**config.mk**
```make
export PLATFORM = sky130hd
export DESIGN_NAME = autoneg_device_end_flat
export DESIGN_NICKNAME = d
export VERILOG_FILES = /design/src/verilog/autoneg_pkg.sv /design/src/verilog/autoneg_link_if.sv /design/src/verilog/word_match.sv /design/src/verilog/autoneg_device_end.sv /design/src/flat_wrapper.sv
export VERILOG_INCLUDE_DIRS = /design/src /design/src/verilog
export SDC_FILE = /design/constraint.sdc
export NUM_CORES = 1
export LEC_CHECK = 0
export BUFFER_PORTS_ARGS = -buffer_cell sky130_fd_sc_hd__buf_2
export CAP_MARGIN = 20
export CORE_ASPECT_RATIO = 0.7
export CORE_UTILIZATION = 51
export DETAILED_ROUTE_END_ITERATION = 8
export PLACE_DENSITY = 0.76
export SLEW_MARGIN = 40
export SYNTH_ARGS = -nofsm -noshare
export SYNTH_HDL_FRONTEND = slang
export SYNTH_SLANG_ARGS = --single-unit
```
**constraint.sdc**
```tcl
create_clock -name pclk -period 2.2 [get_ports pclk]
set_input_delay 0.55 -clock pclk [delete_from_list [all_inputs] [get_ports pclk]]
set_output_delay 0.55 -clock pclk [all_outputs]
set_load 0.03 [all_outputs]
```
**src/verilog/autoneg_defines.svh**
```systemverilog
`ifndef AUTONEG_DEFINES_SVH
`define AUTONEG_DEFINES_SVH

// Register byte offsets
`define OFS_CTRL 8'h00
`define OFS_ADV 8'h04
`define OFS_NP_TX 8'h08
`define OFS_STATUS 8'h0c
`define OFS_RX_WORD 8'h10
`define OFS_ACK_CNT 8'h14

// Control register fields
`define CTRL_AN_EN 0
`define CTRL_RESTART 1
`define CTRL_NP_CAP 2
`define CTRL_SELECT 3
`define CTRL_TECH_LO 4
`define CTRL_TECH_HI 5
`define CTRL_RESET 6'h01

// Status register fields
`define ST_ABIL_MATCH 0
`define ST_ACK_MATCH 1
`define ST_CONS_MATCH 2
`define ST_SINGLE_READY 3
`define ST_ACK_FINISHED 4
`define ST_PARTNER_NP 5
`define ST_NP_WRITTEN 6
`define ST_BASE_PAGE 7
`define ST_STATE_LO 8
`define ST_STATE_HI 9

// Code word bit indices
`define BIT_NEXT_PAGE 15
`define BIT_ACK 14
`define BIT_REMOTE_FAULT 13
`define ADV_RESET 16'h0001
`define NP_TX_RESET 16'h2001

// Chosen technology codes
`define TECH_10T 2'h0
`define TECH_TX 2'h1
`define TECH_T4 2'h2

// Channel indices on the link
`define CH_PULSE 0
`define CH_FULL 1
`define CH_TX 2
`define CH_T4 3
`define NUM_CH 4

`endif

```
**src/verilog/autoneg_pkg.sv**
```systemverilog
package autoneg_pkg;
  typedef enum logic [1:0] {LS_FAIL, LS_READY, LS_OK} link_status_t;
  typedef enum logic [1:0] {LC_SCAN, LC_DISABLE, LC_ENABLE} link_control_t;
  typedef enum logic [1:0] {AN_DISABLE, AN_SCAN, AN_LINK} an_state_t;
endpackage

```
**src/verilog/autoneg_link_if.sv**
```systemverilog
`timescale 1ns/10ps
`default_nettype none
`include "autoneg_defines.svh"
interface autoneg_link_if;
  import autoneg_pkg::*;
  link_status_t link_status [`NUM_CH];
  link_control_t link_control [`NUM_CH];
  modport device (input link_status, output link_control);
  modport pma (output link_status, input link_control);
endinterface
`default_nettype wire

```
**src/verilog/word_match.sv**
```systemverilog
`timescale 1ns/10ps
`default_nettype none
`include "autoneg_defines.svh"
module word_match (
  input wire logic pclk,
  input wire logic presetn,
  input wire logic clear,
  input wire logic [15:0] rx_word,
  input wire logic rx_word_valid,
  output logic ability_match,
  output logic ack_match,
  output logic consistency_match
);
  logic [15:0] prev_reg, prev_next;
  logic have_reg, have_next;
  logic [1:0] abil_cnt_reg, abil_cnt_next;
  logic [1:0] ack_cnt_reg, ack_cnt_next;
  logic [15:0] abil_word_reg, abil_word_next;
  logic [15:0] ack_word_reg, ack_word_next;
  logic cons_reg, cons_next;

  function automatic logic same_no_ack(input logic [15:0] a, input logic [15:0] b);
    logic [15:0] m;
    m = 16'hffff;
    m[`BIT_ACK] = 1'b0;
    same_no_ack = ((a & m) == (b & m));
  endfunction

  always_comb begin
    prev_next = prev_reg;
    have_next = have_reg;
    abil_cnt_next = abil_cnt_reg;
    ack_cnt_next = ack_cnt_reg;
    abil_word_next = abil_word_reg;
    ack_word_next = ack_word_reg;
    if (clear) begin
      have_next = 1'b0;
      abil_cnt_next = 2'h0;
      ack_cnt_next = 2'h0;
    end else if (rx_word_valid) begin
      prev_next = rx_word;
      have_next = 1'b1;
      // Overlapping windows: each word equal to the one before apart from the ack bit extends the running count, which stops at 2
      if (have_reg && same_no_ack(rx_word, prev_reg)) begin
        if (abil_cnt_reg != 2'h2)
          abil_cnt_next = abil_cnt_reg + 2'h1;
      end else begin
        abil_cnt_next = 2'h0;
      end
      if (have_reg && rx_word[`BIT_ACK] && rx_word == prev_reg) begin
        if (ack_cnt_reg != 2'h2)
          ack_cnt_next = ack_cnt_reg + 2'h1;
      end else begin
        ack_cnt_next = 2'h0;
      end
      if (abil_cnt_next == 2'h2 && abil_cnt_reg != 2'h2)
        abil_word_next = rx_word;
      if (ack_cnt_next == 2'h2 && ack_cnt_reg != 2'h2)
        ack_word_next = rx_word;
    end
    cons_next = (abil_cnt_next == 2'h2) && (ack_cnt_next == 2'h2) &&
                same_no_ack(abil_word_next, ack_word_next);
  end

  always_ff @(posedge pclk or negedge presetn) begin
    if (!presetn) begin
      prev_reg <= 16'h0000;
      have_reg <= 1'b0;
      abil_cnt_reg <= 2'h0;
      ack_cnt_reg <= 2'h0;
      abil_word_reg <= 16'h0000;
      ack_word_reg <= 16'h0000;
      cons_reg <= 1'b0;
    end else begin
      prev_reg <= prev_next;
      have_reg <= have_next;
      abil_cnt_reg <= abil_cnt_next;
      ack_cnt_reg <= ack_cnt_next;
      abil_word_reg <= abil_word_next;
      ack_word_reg <= ack_word_next;
      cons_reg <= cons_next;
    end
  end

  assign ability_match = (abil_cnt_reg == 2'h2);
  assign ack_match = (ack_cnt_reg == 2'h2);
  assign consistency_match = cons_reg;
endmodule
`default_nettype wire

```
**src/verilog/autoneg_device_end.sv**
```systemverilog
// Overview of operation
// - Advertised ability word held in register
// - Next-page bit only with three flags
// - Base word stored apart from next page
// - PMA status is READY, OK or FAIL
// - Ignore carrier and data unless OK
// - PMAs always report their status
// - Drive scan, disable or enable command
// - Scan: find carrier, report READY only
// - Disable halts PMA processing
// - Enable only the one chosen PMA
// - Reset with negotiation on disables all
// - Negotiation off: command is our choice
// - Unassigned variables take their defaults
// - Negotiation state machine present: disable, scan, link
// - Ability match on three words equal save the ack bit
// - Ack match on three acked words
// - Ack finished after counted acked words
// - Code words are 16-bit registers
// - 10BASE-T chosen enables full checker
// - Single ready: idle, exactly one READY
// - Consistency: ability and ack words equal save the ack bit
`timescale 1ns/10ps
`default_nettype none
`include "autoneg_defines.svh"
module autoneg_device_end #(
  parameter int ACK_CNT_W = 4
) (
  input wire logic pclk,
  input wire logic presetn,
  input wire logic psel,
  input wire logic penable,
  input wire logic pwrite,
  input wire logic [7:0] paddr,
  input wire logic [31:0] pwdata,
  output logic [31:0] prdata,
  output logic pready,
  output logic pslverr,
  input wire logic [15:0] rx_word,
  input wire logic rx_word_valid,
  input wire logic rx_idle,
  input wire logic tx_take,
  output logic [15:0] tx_word,
  autoneg_link_if.device link
);
  import autoneg_pkg::*;

  logic [5:0] ctrl_reg, ctrl_next;
  logic restart_reg, restart_next;
  logic [15:0] adv_reg, adv_next;
  logic [15:0] np_tx_reg, np_tx_next;
  logic np_written_reg, np_written_next;
  logic base_page_reg, base_page_next;
  logic partner_np_reg, partner_np_next;
  logic [15:0] rx_last_reg, rx_last_next;
  logic [ACK_CNT_W-1:0] ack_cnt_reg, ack_cnt_next;
  logic ack_armed_reg, ack_armed_next;
  logic ack_fin_reg, ack_fin_next;
  logic [31:0] prdata_reg, prdata_next;
  logic pready_reg, pready_next;
  logic pslverr_reg, pslverr_next;
  logic [15:0] tx_word_reg, tx_word_next;
  logic single_reg, single_next;
  an_state_t state_reg, state_next;
  link_control_t ctl_reg [`NUM_CH];
  link_control_t ctl_next [`NUM_CH];
  logic abil_match, ack_match, cons_match;
  logic wr_en, rd_en, np_allowed;
  logic [1:0] ready_cnt;
  logic [15:0] src_word;

  function automatic int tech_to_ch(input logic [1:0] tech);
    unique case (tech)
      `TECH_10T: tech_to_ch = `CH_FULL;
      `TECH_TX: tech_to_ch = `CH_TX;
      `TECH_T4: tech_to_ch = `CH_T4;
      default: tech_to_ch = `CH_PULSE;
    endcase
  endfunction

  function automatic logic is_ready(input link_status_t s);
    is_ready = (s == LS_READY);
  endfunction

  word_match u_match (
    .pclk(pclk),
    .presetn(presetn),
    .clear(restart_reg),
    .rx_word(rx_word),
    .rx_word_valid(rx_word_valid),
    .ability_match(abil_match),
    .ack_match(ack_match),
    .consistency_match(cons_match)
  );

  assign wr_en = psel && penable && pwrite && pready_reg;
  assign rd_en = psel && !penable && !pwrite;
  assign np_allowed = ctrl_reg[`CTRL_NP_CAP] && partner_np_reg && np_written_reg;

  // Register file and page handling
  always_comb begin
    ctrl_next = ctrl_reg;
    restart_next = 1'b0;
    adv_next = adv_reg;
    np_tx_next = np_tx_reg;
    np_written_next = np_written_reg;
    base_page_next = base_page_reg;
    partner_np_next = partner_np_reg;
    rx_last_next = rx_last_reg;
    ack_cnt_next = ack_cnt_reg;
    ack_armed_next = ack_armed_reg;
    ack_fin_next = ack_fin_reg;
    if (rx_word_valid) begin
      rx_last_next = rx_word;
      if (base_page_reg)
        partner_np_next = rx_word[`BIT_NEXT_PAGE];
    end
    if (tx_take && !base_page_reg) begin
      np_written_next = 1'b0;
    end
    if (tx_take && np_allowed) begin
      base_page_next = 1'b0;
    end
    if (tx_take && ack_armed_reg && tx_word_reg[`BIT_ACK] && ack_cnt_reg != '0) begin
      ack_cnt_next = ack_cnt_reg - 1'b1;
      if (ack_cnt_reg == ACK_CNT_W'(1))
        ack_fin_next = 1'b1;
    end
    if (wr_en) begin
      unique case (paddr)
        `OFS_CTRL: begin
          ctrl_next = pwdata[5:0];
          ctrl_next[`CTRL_RESTART] = 1'b0;
          restart_next = pwdata[`CTRL_RESTART];
        end
        `OFS_ADV: adv_next = pwdata[15:0];
        `OFS_NP_TX: begin
          np_tx_next = pwdata[15:0];
          np_written_next = 1'b1;
        end
        `OFS_ACK_CNT: begin
          ack_cnt_next = pwdata[ACK_CNT_W-1:0];
          ack_armed_next = 1'b1;
          ack_fin_next = (pwdata[ACK_CNT_W-1:0] == '0);
        end
        default: ;
      endcase
    end
    if (restart_reg || state_reg == AN_DISABLE) begin
      base_page_next = 1'b1;
      ack_armed_next = 1'b0;
      ack_fin_next = 1'b0;
    end
  end

  // Bus answer and transmit word
  always_comb begin
    prdata_next = 32'h0000_0000;
    pready_next = psel && !penable;
    pslverr_next = 1'b0;
    if (psel && !penable) begin
      unique case (paddr)
        `OFS_CTRL: prdata_next[5:0] = ctrl_reg;
        `OFS_ADV: prdata_next[15:0] = adv_reg;
        `OFS_NP_TX: prdata_next[15:0] = np_tx_reg;
        `OFS_STATUS: begin
          prdata_next[`ST_ABIL_MATCH] = abil_match;
          prdata_next[`ST_ACK_MATCH] = ack_match;
          prdata_next[`ST_CONS_MATCH] = cons_match;
          prdata_next[`ST_SINGLE_READY] = single_reg;
          prdata_next[`ST_ACK_FINISHED] = ack_fin_reg;
          prdata_next[`ST_PARTNER_NP] = partner_np_reg;
          prdata_next[`ST_NP_WRITTEN] = np_written_reg;
          prdata_next[`ST_BASE_PAGE] = base_page_reg;
          prdata_next[`ST_STATE_HI:`ST_STATE_LO] = state_reg;
        end
        `OFS_RX_WORD: prdata_next[15:0] = rx_last_reg;
        `OFS_ACK_CNT: prdata_next[ACK_CNT_W-1:0] = ack_cnt_reg;
        default: pslverr_next = 1'b1;
      endcase
      if (!rd_en)
        prdata_next = 32'h0000_0000;
    end
    src_word = base_page_reg ? adv_reg : np_tx_reg;
    tx_word_next = src_word;
    tx_word_next[`BIT_NEXT_PAGE] = src_word[`BIT_NEXT_PAGE] && np_allowed;
    tx_word_next[`BIT_ACK] = ack_match && !ack_fin_reg;
  end

  // Link command state machine
  always_comb begin
    state_next = state_reg;
    for (int i = 0; i < `NUM_CH; i++)
      ctl_next[i] = LC_DISABLE;
    ready_cnt = 2'h0;
    if (is_ready(link.link_status[`CH_PULSE]))
      ready_cnt = ready_cnt + 2'h1;
    if (is_ready(link.link_status[`CH_TX]))
      ready_cnt = ready_cnt + 2'h1;
    if (is_ready(link.link_status[`CH_T4]))
      ready_cnt = ready_cnt + 2'h1;
    single_next = rx_idle && ready_cnt == 2'h1;
    unique case (state_reg)
      AN_DISABLE: begin
        if (ctrl_reg[`CTRL_AN_EN] && !restart_reg)
          state_next = AN_SCAN;
      end
      AN_SCAN: begin
        if (restart_reg || !ctrl_reg[`CTRL_AN_EN])
          state_next = AN_DISABLE;
        else if (ctrl_reg[`CTRL_SELECT])
          state_next = AN_LINK;
      end
      AN_LINK: begin
        if (restart_reg || !ctrl_reg[`CTRL_AN_EN] || !ctrl_reg[`CTRL_SELECT])
          state_next = AN_DISABLE;
      end
    endcase
    unique case (state_next)
      AN_SCAN: begin
        ctl_next[`CH_PULSE] = LC_SCAN;
        ctl_next[`CH_TX] = LC_SCAN;
        ctl_next[`CH_T4] = LC_SCAN;
      end
      AN_LINK: ctl_next[tech_to_ch(ctrl_reg[`CTRL_TECH_HI:`CTRL_TECH_LO])] = LC_ENABLE;
      AN_DISABLE: ;
    endcase
    if (!ctrl_reg[`CTRL_AN_EN] && ctrl_reg[`CTRL_SELECT])
      ctl_next[tech_to_ch(ctrl_reg[`CTRL_TECH_HI:`CTRL_TECH_LO])] = LC_ENABLE;
  end

  always_ff @(posedge pclk or negedge presetn) begin
    if (!presetn) begin
      ctrl_reg <= `CTRL_RESET;
      restart_reg <= 1'b0;
      adv_reg <= `ADV_RESET;
      np_tx_reg <= `NP_TX_RESET;
      np_written_reg <= 1'b0;
      base_page_reg <= 1'b1;
      partner_np_reg <= 1'b0;
      rx_last_reg <= 16'h0000;
      ack_cnt_reg <= '0;
      ack_armed_reg <= 1'b0;
      ack_fin_reg <= 1'b0;
      prdata_reg <= 32'h0000_0000;
      pready_reg <= 1'b0;
      pslverr_reg <= 1'b0;
      tx_word_reg <= 16'h0000;
      single_reg <= 1'b0;
      state_reg <= AN_DISABLE;
      for (int i = 0; i < `NUM_CH; i++)
        ctl_reg[i] <= LC_DISABLE;
    end else begin
      ctrl_reg <= ctrl_next;
      restart_reg <= restart_next;
      adv_reg <= adv_next;
      np_tx_reg <= np_tx_next;
      np_written_reg <= np_written_next;
      base_page_reg <= base_page_next;
      partner_np_reg <= partner_np_next;
      rx_last_reg <= rx_last_next;
      ack_cnt_reg <= ack_cnt_next;
      ack_armed_reg <= ack_armed_next;
      ack_fin_reg <= ack_fin_next;
      prdata_reg <= prdata_next;
      pready_reg <= pready_next;
      pslverr_reg <= pslverr_next;
      tx_word_reg <= tx_word_next;
      single_reg <= single_next;
      state_reg <= state_next;
      ctl_reg <= ctl_next;
    end
  end

  assign prdata = prdata_reg;
  assign pready = pready_reg;
  assign pslverr = pslverr_reg;
  assign tx_word = tx_word_reg;
  assign link.link_control = ctl_reg;
endmodule
`default_nettype wire

```
**src/flat_wrapper.sv**
```systemverilog
// flat-port wrapper written by rule: the top's interface ports become plain ports
module autoneg_device_end_flat import autoneg_pkg::*;
#(
  parameter int ACK_CNT_W = 4
)
  (pclk, presetn, psel, penable, pwrite, paddr, pwdata, prdata, pready, pslverr, rx_word, rx_word_valid, rx_idle, tx_take, tx_word, link_link_status, link_link_control);
  autoneg_link_if link_i ();
  input wire logic pclk;
  input wire logic presetn;
  input wire logic psel;
  input wire logic penable;
  input wire logic pwrite;
  input wire logic [7:0] paddr;
  input wire logic [31:0] pwdata;
  output logic [31:0] prdata;
  output logic pready;
  output logic pslverr;
  input wire logic [15:0] rx_word;
  input wire logic rx_word_valid;
  input wire logic rx_idle;
  input wire logic tx_take;
  output logic [15:0] tx_word;
  input wire logic [$bits(link_i.link_status)-1:0] link_link_status;
  output wire logic [$bits(link_i.link_control)-1:0] link_link_control;
  assign link_i.link_status = {>>{link_link_status}};
  assign link_link_control = {>>{link_i.link_control}};
  autoneg_device_end #(.ACK_CNT_W(ACK_CNT_W)) u_core (.pclk(pclk), .presetn(presetn), .psel(psel), .penable(penable), .pwrite(pwrite), .paddr(paddr), .pwdata(pwdata), .prdata(prdata), .pready(pready), .pslverr(pslverr), .rx_word(rx_word), .rx_word_valid(rx_word_valid), .rx_idle(rx_idle), .tx_take(tx_take), .tx_word(tx_word), .link(link_i));
endmodule
```
==> results.tsv, run 1 <==
stage	metric	value	unit
setup_path	worst-path-max-fanout	3	
setup_path	worst-r2r-cell-count	8	
power	pwr_density_cell	660	nW/um^2
final_layout	num_antenna_cells	0	
timing	period_minus_slack	2.28	ns
setup_path	crit_path_start_kind	register	
status	status	finished, violations left	
die	placementRows	38	
die	start_util	0.522	
synth	yosys-top-cells-count	dfrtp_1 (151), nand2_1 (73), mux2_2 (72)	
global_routing	antenna_found_initial	0	
timing	slew_violations	0	
synth	yosys_warnings	0	
setup_path	arrival	2.60	ns
synth	synth_largest_area_cell	dfrtp_1	
setup_path	crit_family	simple AND/OR/NAND/NOR gates	
power	leakage	0.00508	uW
status	violations	DRC, setup timing	
timing	worst_pin_slew	0.830	ns
timing	hold_viol	0	
detailed_routing	drt.antenna.violating_nets	0	
die	die_height	107	um
detailed_routing	vias_per_cell	5.65	
global_routing	busiest_layer	met1	
final_layout	ff_latch_area	4020	sq um
final_layout	nets	1025	
global_routing	met2_usage	0.395	
detailed_routing	wl_per_cell	19.5	um
clock_network	cts_root_buf	clkbuf_16	
timing	setup_violations	1	
setup_path	critical_path_class	reg -> reg	
synth	ys_types	61	
global_routing	met3_usage	0.0801	
timing	fin_crit_sh	1.04	
clock_network	cts_tree	done	
synth	syn_area	8100	sq um
synth	syn_inst	750	
final_layout	multi_input_area	3850	sq um
die	pin_count	130	
flow_run	maxCapViolations	0	
place	io_buffers	95	
global_routing	track_usage	0.283	
setup_path	cp-end-kind	register	
clock_network	cts_buffers	17	
final_layout	syn2layout_area_growth	26.5	%
timing	fmax	0.439	GHz
synth	synth-edff-count	0	
global_routing	use_met1	0.427	
synth	netlist.area_leader.share	0.467	
detailed_routing	vias	6518	
synth	synthArstFlopShare	1.00	
timing	rsz0062_at_grt	true	
detailed_routing	wirelength	22500	um
die	coreArea	15500	sq um
setup_path	crit_chain	xnor2_2 > buf_4 > nand4_1 > nor4_4 > mux2i_1 > o221ai_1 > a21o_1 > nor4_2	
place	place_area	9550	sq um
timing	relSlewSlack	0.442	
place	gp_congestion	0.993	
setup_path	max_stage_delay	0.41	ns
setup_path	cp_data_required_time	2.52	ns
place	dp_hpwl	16700	um
hold_path	hp-class	in -> async	
detailed_routing	drtPass1Iterations	9	
power	ir_worst_vdd	0.486	mV
setup_path	cpMaxStageDelayCell	dfrtp_1	
setup_path	critical_path_depth	8	
global_routing	grt-ovfl-total	0	
synth	avgSynthCellArea	10.8	sq um
die	dieArea	16400	sq um
clock_network	path_clk_slew	0.07	ns
final_layout	drive_gt1_frac	0.365	
synth	yosys_register_bits	160	
setup_path	worstPathBufferInverterCount	1	
final_layout	fillers	1197	
clock_network	postCtsHoldBufs	0	
clock_network	cts.sinks	160	
global_routing	grt_pass1_wl	34600	um
synth	yosys.cell_count.top_type	dfrtp_1	
global_routing	grt_pass1_vias	6155	
clock_network	htree_num_levels	4	
place	place_ws	-0.387	ns
global_routing	grt_max_degree	45	
synth	synth_seq_area_share	0.496	
synth	synthTopCellsByArea	dfrtp_1 (47%), mux2_2 (10%), nand2_1 (3.4%), mux2i_1 (3.1%), dfstp_2 (2.9%)	
power	p_total	6760	uW
clock_network	clk_path_buf_depth	2	
final_layout	finalInstanceArea	10200	sq um
synth	ys.flop_type	dfrtp_1	
timing	finalClockSkew	0.0140	ns
clock_network	clk-insertion-delay-late	0.44	ns
detailed_routing	drc	10	
die	die_x	153	um
detailed_routing	drtIter0Drc	654	
timing	worst_slack	-0.0779	ns
where the power goes:
group / total, uW / switching (uW) / internal (uW)
registers: 3070 / 58.2 / 3020
clock network: 3040 / 1470 / 1570
logic: 646 / 383 / 263
kinds of logic after synthesis:
logic type | count (synthesis) | share of synthesized area
multiplexers | 109 | 0.151
adder cells (fa/ha/maj) | 13 | 0.0201
AND/OR/NAND/NOR | 231 | 0.149
AO/OA/AOI/OAI | 112 | 0.0903
flip-flops | 160 | 0.496
other | 1 | 0.000463
XOR/XNOR | 41 | 0.0444
buffers and inverters | 83 | 0.0499
worst reg2reg max path, cell delays in order (launching register included):
cell,delay [ns]
dfrtp_1,0.41
xnor2_2,0.20
buf_4,0.15
nand4_1,0.13
nor4_4,0.41
mux2i_1,0.24
o221ai_1,0.14
a21o_1,0.18
nor4_2,0.31
path summary, 6_finish.rpt:
kind / start / end / slack (ns)
worst max-delay path: u_core.u_match.prev_reg[9] / u_core.u_match.consistency_match / -0.08
worst min-delay path: presetn / u_core.u_match.prev_reg[11] / 0.03
worst max register to register: u_core.u_match.prev_reg[9] / u_core.u_match.consistency_match / -0.08
worst min register to register: u_core.ack_fin_reg / u_core.tx_word[14] / 0.49
max in group asynchronous: presetn / u_core.u_match.ack_word_reg[13] / 1.52
min in group pclk: rx_idle / u_core.single_reg / 0.35
cell usage in the layout, fill, tap and decap left out, types with 11 or more instances in the layout:
cell / netlist / final
a222oi_1: 11 / 11
conb_1: 1 / 16
nand3_1: 12 / 12
nor3_1: 13 / 13
ha_1: 13 / 13
nand2_1: 73 / 73
mux2i_1: 25 / 25
xnor2_1: 23 / 13
a21oi_1: 19 / 19
buf_4: 18 / 107
buf_2: 8 / 95
inv_1: 30 / 30
clkbuf_16: 0 / 17
dfrtp_1: 151 / 151
nand2b_1: 32 / 32
mux2_2: 72 / 72
nor2_1: 41 / 41
xor2_1: 18 / 18
nand4_1: 14 / 14
o21ai_0: 38 / 38
layout make-up:
class,count,share of cell area
inverter,30,0.0110
timing repair buffer,209,0.136
clock inverter,15,0.0194
multi-input combinational,522,0.376
clock buffer,17,0.0415
tap,200,0.0244
sequential,160,0.392
repair_timing:
item / 4_1_cts / 5_1_grt
pin swaps: 5 / 2
setup buffers: 0 / 1
endpoints found under the setup margin: 1 / 15
gates cloned: 0 / 1
resized for setup: 6 / 7
metrics by stage:
stage / util / hold slack (ns) / setup TNS, ns / std cells
after global placement: 0.616 / 0.476 / -13.15 / 1119
after global routing: 0.661 / 0.0624 / -0.141 / 1153
final: 0.661 / 0.0257 / -0.0779 / 1153
after CTS: 0.658 / 0.0430 / 0 / 1151
after floorplan: - / 0.254 / -7.37 / 765
after detailed placement: 0.616 / 0.470 / -15.59 / 1119
layer usage:
layer | vias to the layer above | share of wire | wire length [um]
li1 | 2990 | - | -
met4 | 0 | 0.013 | 300
met2 | 297 | 0.42 | 9370
met5 | - | 0 | 0
met1 | 3204 | 0.47 | 10600
met3 | 27 | 0.097 | 2180
(Power assumes the default switching activity.)
==> inputs of run 2 (changes only) <==
- BUFFER_PORTS_ARGS: -buffer_cell sky130_fd_sc_hd__buf_2 -> -buffer_cell sky130_fd_sc_hd__buf_4
==> run 2 against run 1 <==
Against the previous run: cell count fell by 1.6%; core utilization rose by 0.50 points; clock power fell by 1%; critical endpoint unchanged; register-to-register slack barely moved; count of clock-buffer cells in the layout did not move; clock skew fell by 0.0053 ns; the flow still finishes with violations (DRC, setup timing); total power fell by 0.24%.
==> results.tsv, run 2 (synthesized netlist as in run 1, its figures left out) <==
stage	metric	value	unit	change
clock_network	cts.sinks	160		unchanged
clock_network	cts_root_buf	clkbuf_16		unchanged
place	post-place-cells	1103		was 1119
die	dieArea	16400	sq um	unchanged
power	leakage	0.00501	uW	was 0.00508 uW
timing	fin_crit_sh	1.03		was 1.04
power	ir_worst_vdd	0.428	mV	was 0.486 mV
power	p_total	6740	uW	was 6760 uW
timing	hold_viol	0		unchanged
final_layout	num_antenna_cells	0		unchanged
clock_network	clk-insertion-delay-late	0.43	ns	was 0.44 ns
setup_path	cp-end-kind	register		unchanged
setup_path	cp_data_required_time	2.53	ns	was 2.52 ns
timing	setup_violations	1		unchanged
place	dp_hpwl	16900	um	was 16700 um
global_routing	grt_max_degree	54		was 45
die	die_x	153	um	unchanged
timing	rsz0062_at_grt	true		unchanged
detailed_routing	vias_per_cell	5.74		was 5.65
final_layout	syn2layout_area_growth	27.5	%	was 26.5%
timing	timing.hold.ws	0.0697	ns	was 0.0257 ns
clock_network	clk_path_buf_depth	2		unchanged
die	pin_count	130		unchanged
detailed_routing	drtPass1Iterations	9		unchanged
clock_network	cts_buffers	17		unchanged
timing	worst_slack	-0.0755	ns	was -0.0779 ns
setup_path	max_stage_delay	0.41	ns	about the same
detailed_routing	drt.antenna.violating_nets	0		unchanged
global_routing	grt-ovfl-total	0		unchanged
die	coreArea	15500	sq um	unchanged
detailed_routing	drtIter0Drc	610		was 654
setup_path	crit_chain	xnor2_2 > nand4_1 > nor4_4 > buf_4 > nand3_2 > o31ai_2 > or3b_1 > nor4_2		was xnor2_2 > buf_4 > nand4_1 > nor4_4 > mux2i_1 > o221ai_1 > a21o_1 > nor4_2
detailed_routing	wirelength	22700	um	was 22500 um
final_layout	instances_no_fill	1135		was 1153
global_routing	grt_pass1_wl	35900	um	was 34600 um
setup_path	cpMaxStageDelayCell	dfrtp_1		unchanged
detailed_routing	vias	6517		was 6518
timing	worst_pin_slew	0.620	ns	was 0.830 ns
power	pwr_density_cell	653	nW/um^2	was 660 nW/um^2
final_layout	final_cell_mix	buf_4 (187), dfrtp_1 (150), nand2_1 (73), mux2_2 (72), nor2_1 (41)		was dfrtp_1 (151), buf_4 (107), buf_2 (95), nand2_1 (73), mux2_2 (72)
die	placementRows	38		unchanged
status	violations	DRC, setup timing		unchanged
global_routing	antenna_found_initial	0		unchanged
setup_path	critical_path_class	reg -> reg		unchanged
final_layout	drive_gt1_frac	0.355		was 0.365
clock_network	path_clk_slew	0.07	ns	about the same
clock_network	post_cts_buffers	0		unchanged
global_routing	grt_pass1_vias	6364		was 6155
place	gp_congestion	0.934		was 0.993
die	start_util	0.522		unchanged
clock_network	htree_num_levels	4		unchanged
setup_path	worst-path-max-fanout	4		was 3
global_routing	track_usage	0.294		was 0.283
setup_path	crit_path_start_kind	register		unchanged
timing	slew_violations	0		unchanged
status	status	finished, violations left		unchanged
timing	relSlewSlack	0.584		was 0.442
hold_path	hp-class	in -> async		unchanged
setup_path	crit_family	simple AND/OR/NAND/NOR gates		unchanged
clock_network	cts_tree	done		unchanged
final_layout	nets	1007		was 1025
clock_network	postCtsHoldBufs	0		unchanged
final_layout	final_common_cell	buf_4		was dfrtp_1
place	io_buffers	95		unchanged
detailed_routing	wl_per_cell	20.0	um	was 19.5 um
timing	fmax	0.439	GHz	about the same
flow_run	maxCapViolations	0		unchanged
die	die_height	107	um	unchanged
setup_path	worstPathBufferInverterCount	1		unchanged
setup_path	arrival	2.60	ns	about the same
detailed_routing	drc	8		was 10
timing	period_minus_slack	2.28	ns	about the same
timing	finalClockSkew	0.00866	ns	was 0.0140 ns
run 2: timing repair:
action | in CTS | in global routing
pin swaps | 7 | 1
cloned | 0 | 0
setup endpoints to repair | 1 | 15
gates resized for setup | 3 | 10
run 2: power breakdown:
| part | internal (uW) | total, uW | switching [uW] |
|---|---|---|---|
| Clock | 1550 | 3000 | 1450 |
| Sequential | 3020 | 3080 | 58.8 |
| Combinational | 284 | 670 | 386 |
| Total | 4850 | 6740 | 1890 |
run 2: layout make-up:
cell class | count | area [sq um]
clock inverters | 15 | 186
flip-flops and latches | 160 | 4020
repair buffers | 191 | 1470
fillers | 1215 | 5180
multi-input cells | 522 | 3860
inverters | 30 | 113
well taps | 200 | 250
clock buffers | 17 | 425
run 2: path summary, 6_finish.rpt:
| check | start | to | slack (ns) | cells past startpoint |
|---|---|---|---|---|
| min in group pclk | rx_idle | u_core.single_reg | 0.32 | 2 |
| worst max register to register | u_core.u_match.prev_reg[4] | u_core.u_match.consistency_match | -0.08 | 8 |
| worst max-delay path | u_core.u_match.prev_reg[4] | u_core.u_match.consistency_match | -0.08 | 8 |
| worst min-delay path | presetn | u_core.np_tx_reg[11] | 0.07 | 1 |
| max in group asynchronous | presetn | u_core.link.link_control[4] | 1.45 | 2 |
| worst min register to register | u_core.ack_fin_reg | u_core.tx_word[14] | 0.50 | 1 |
run 2: metrics by stage:
stage / utilization / worst slack, ns / cell area [sq um] / TNS (ns)
2_1_floorplan: - / -0.288 / 8240 / -7.37
3_3_place_gp: 0.622 / -0.338 / 9640 / -13.13
3_5_place_dp: 0.622 / -0.359 / 9640 / -14.96
4_1_cts: 0.662 / -0.0722 / 10300 / -0.0722
5_1_grt: 0.666 / -0.159 / 10300 / -0.159
6_report: 0.666 / -0.0755 / 10300 / -0.0755
run 2: per-layer routing:
| metal | share of wire | track usage | wire length (um) | vias up |
|---|---|---|---|---|
| met5 | 0 | 0 | 0 | - |
| met4 | 0.019 | 0.102 | 432 | 0 |
| met3 | 0.081 | 0.0664 | 1830 | 34 |
| met2 | 0.42 | 0.407 | 9410 | 284 |
| met1 | 0.48 | 0.447 | 11000 | 3243 |
| li1 | - | - | - | 2956 |
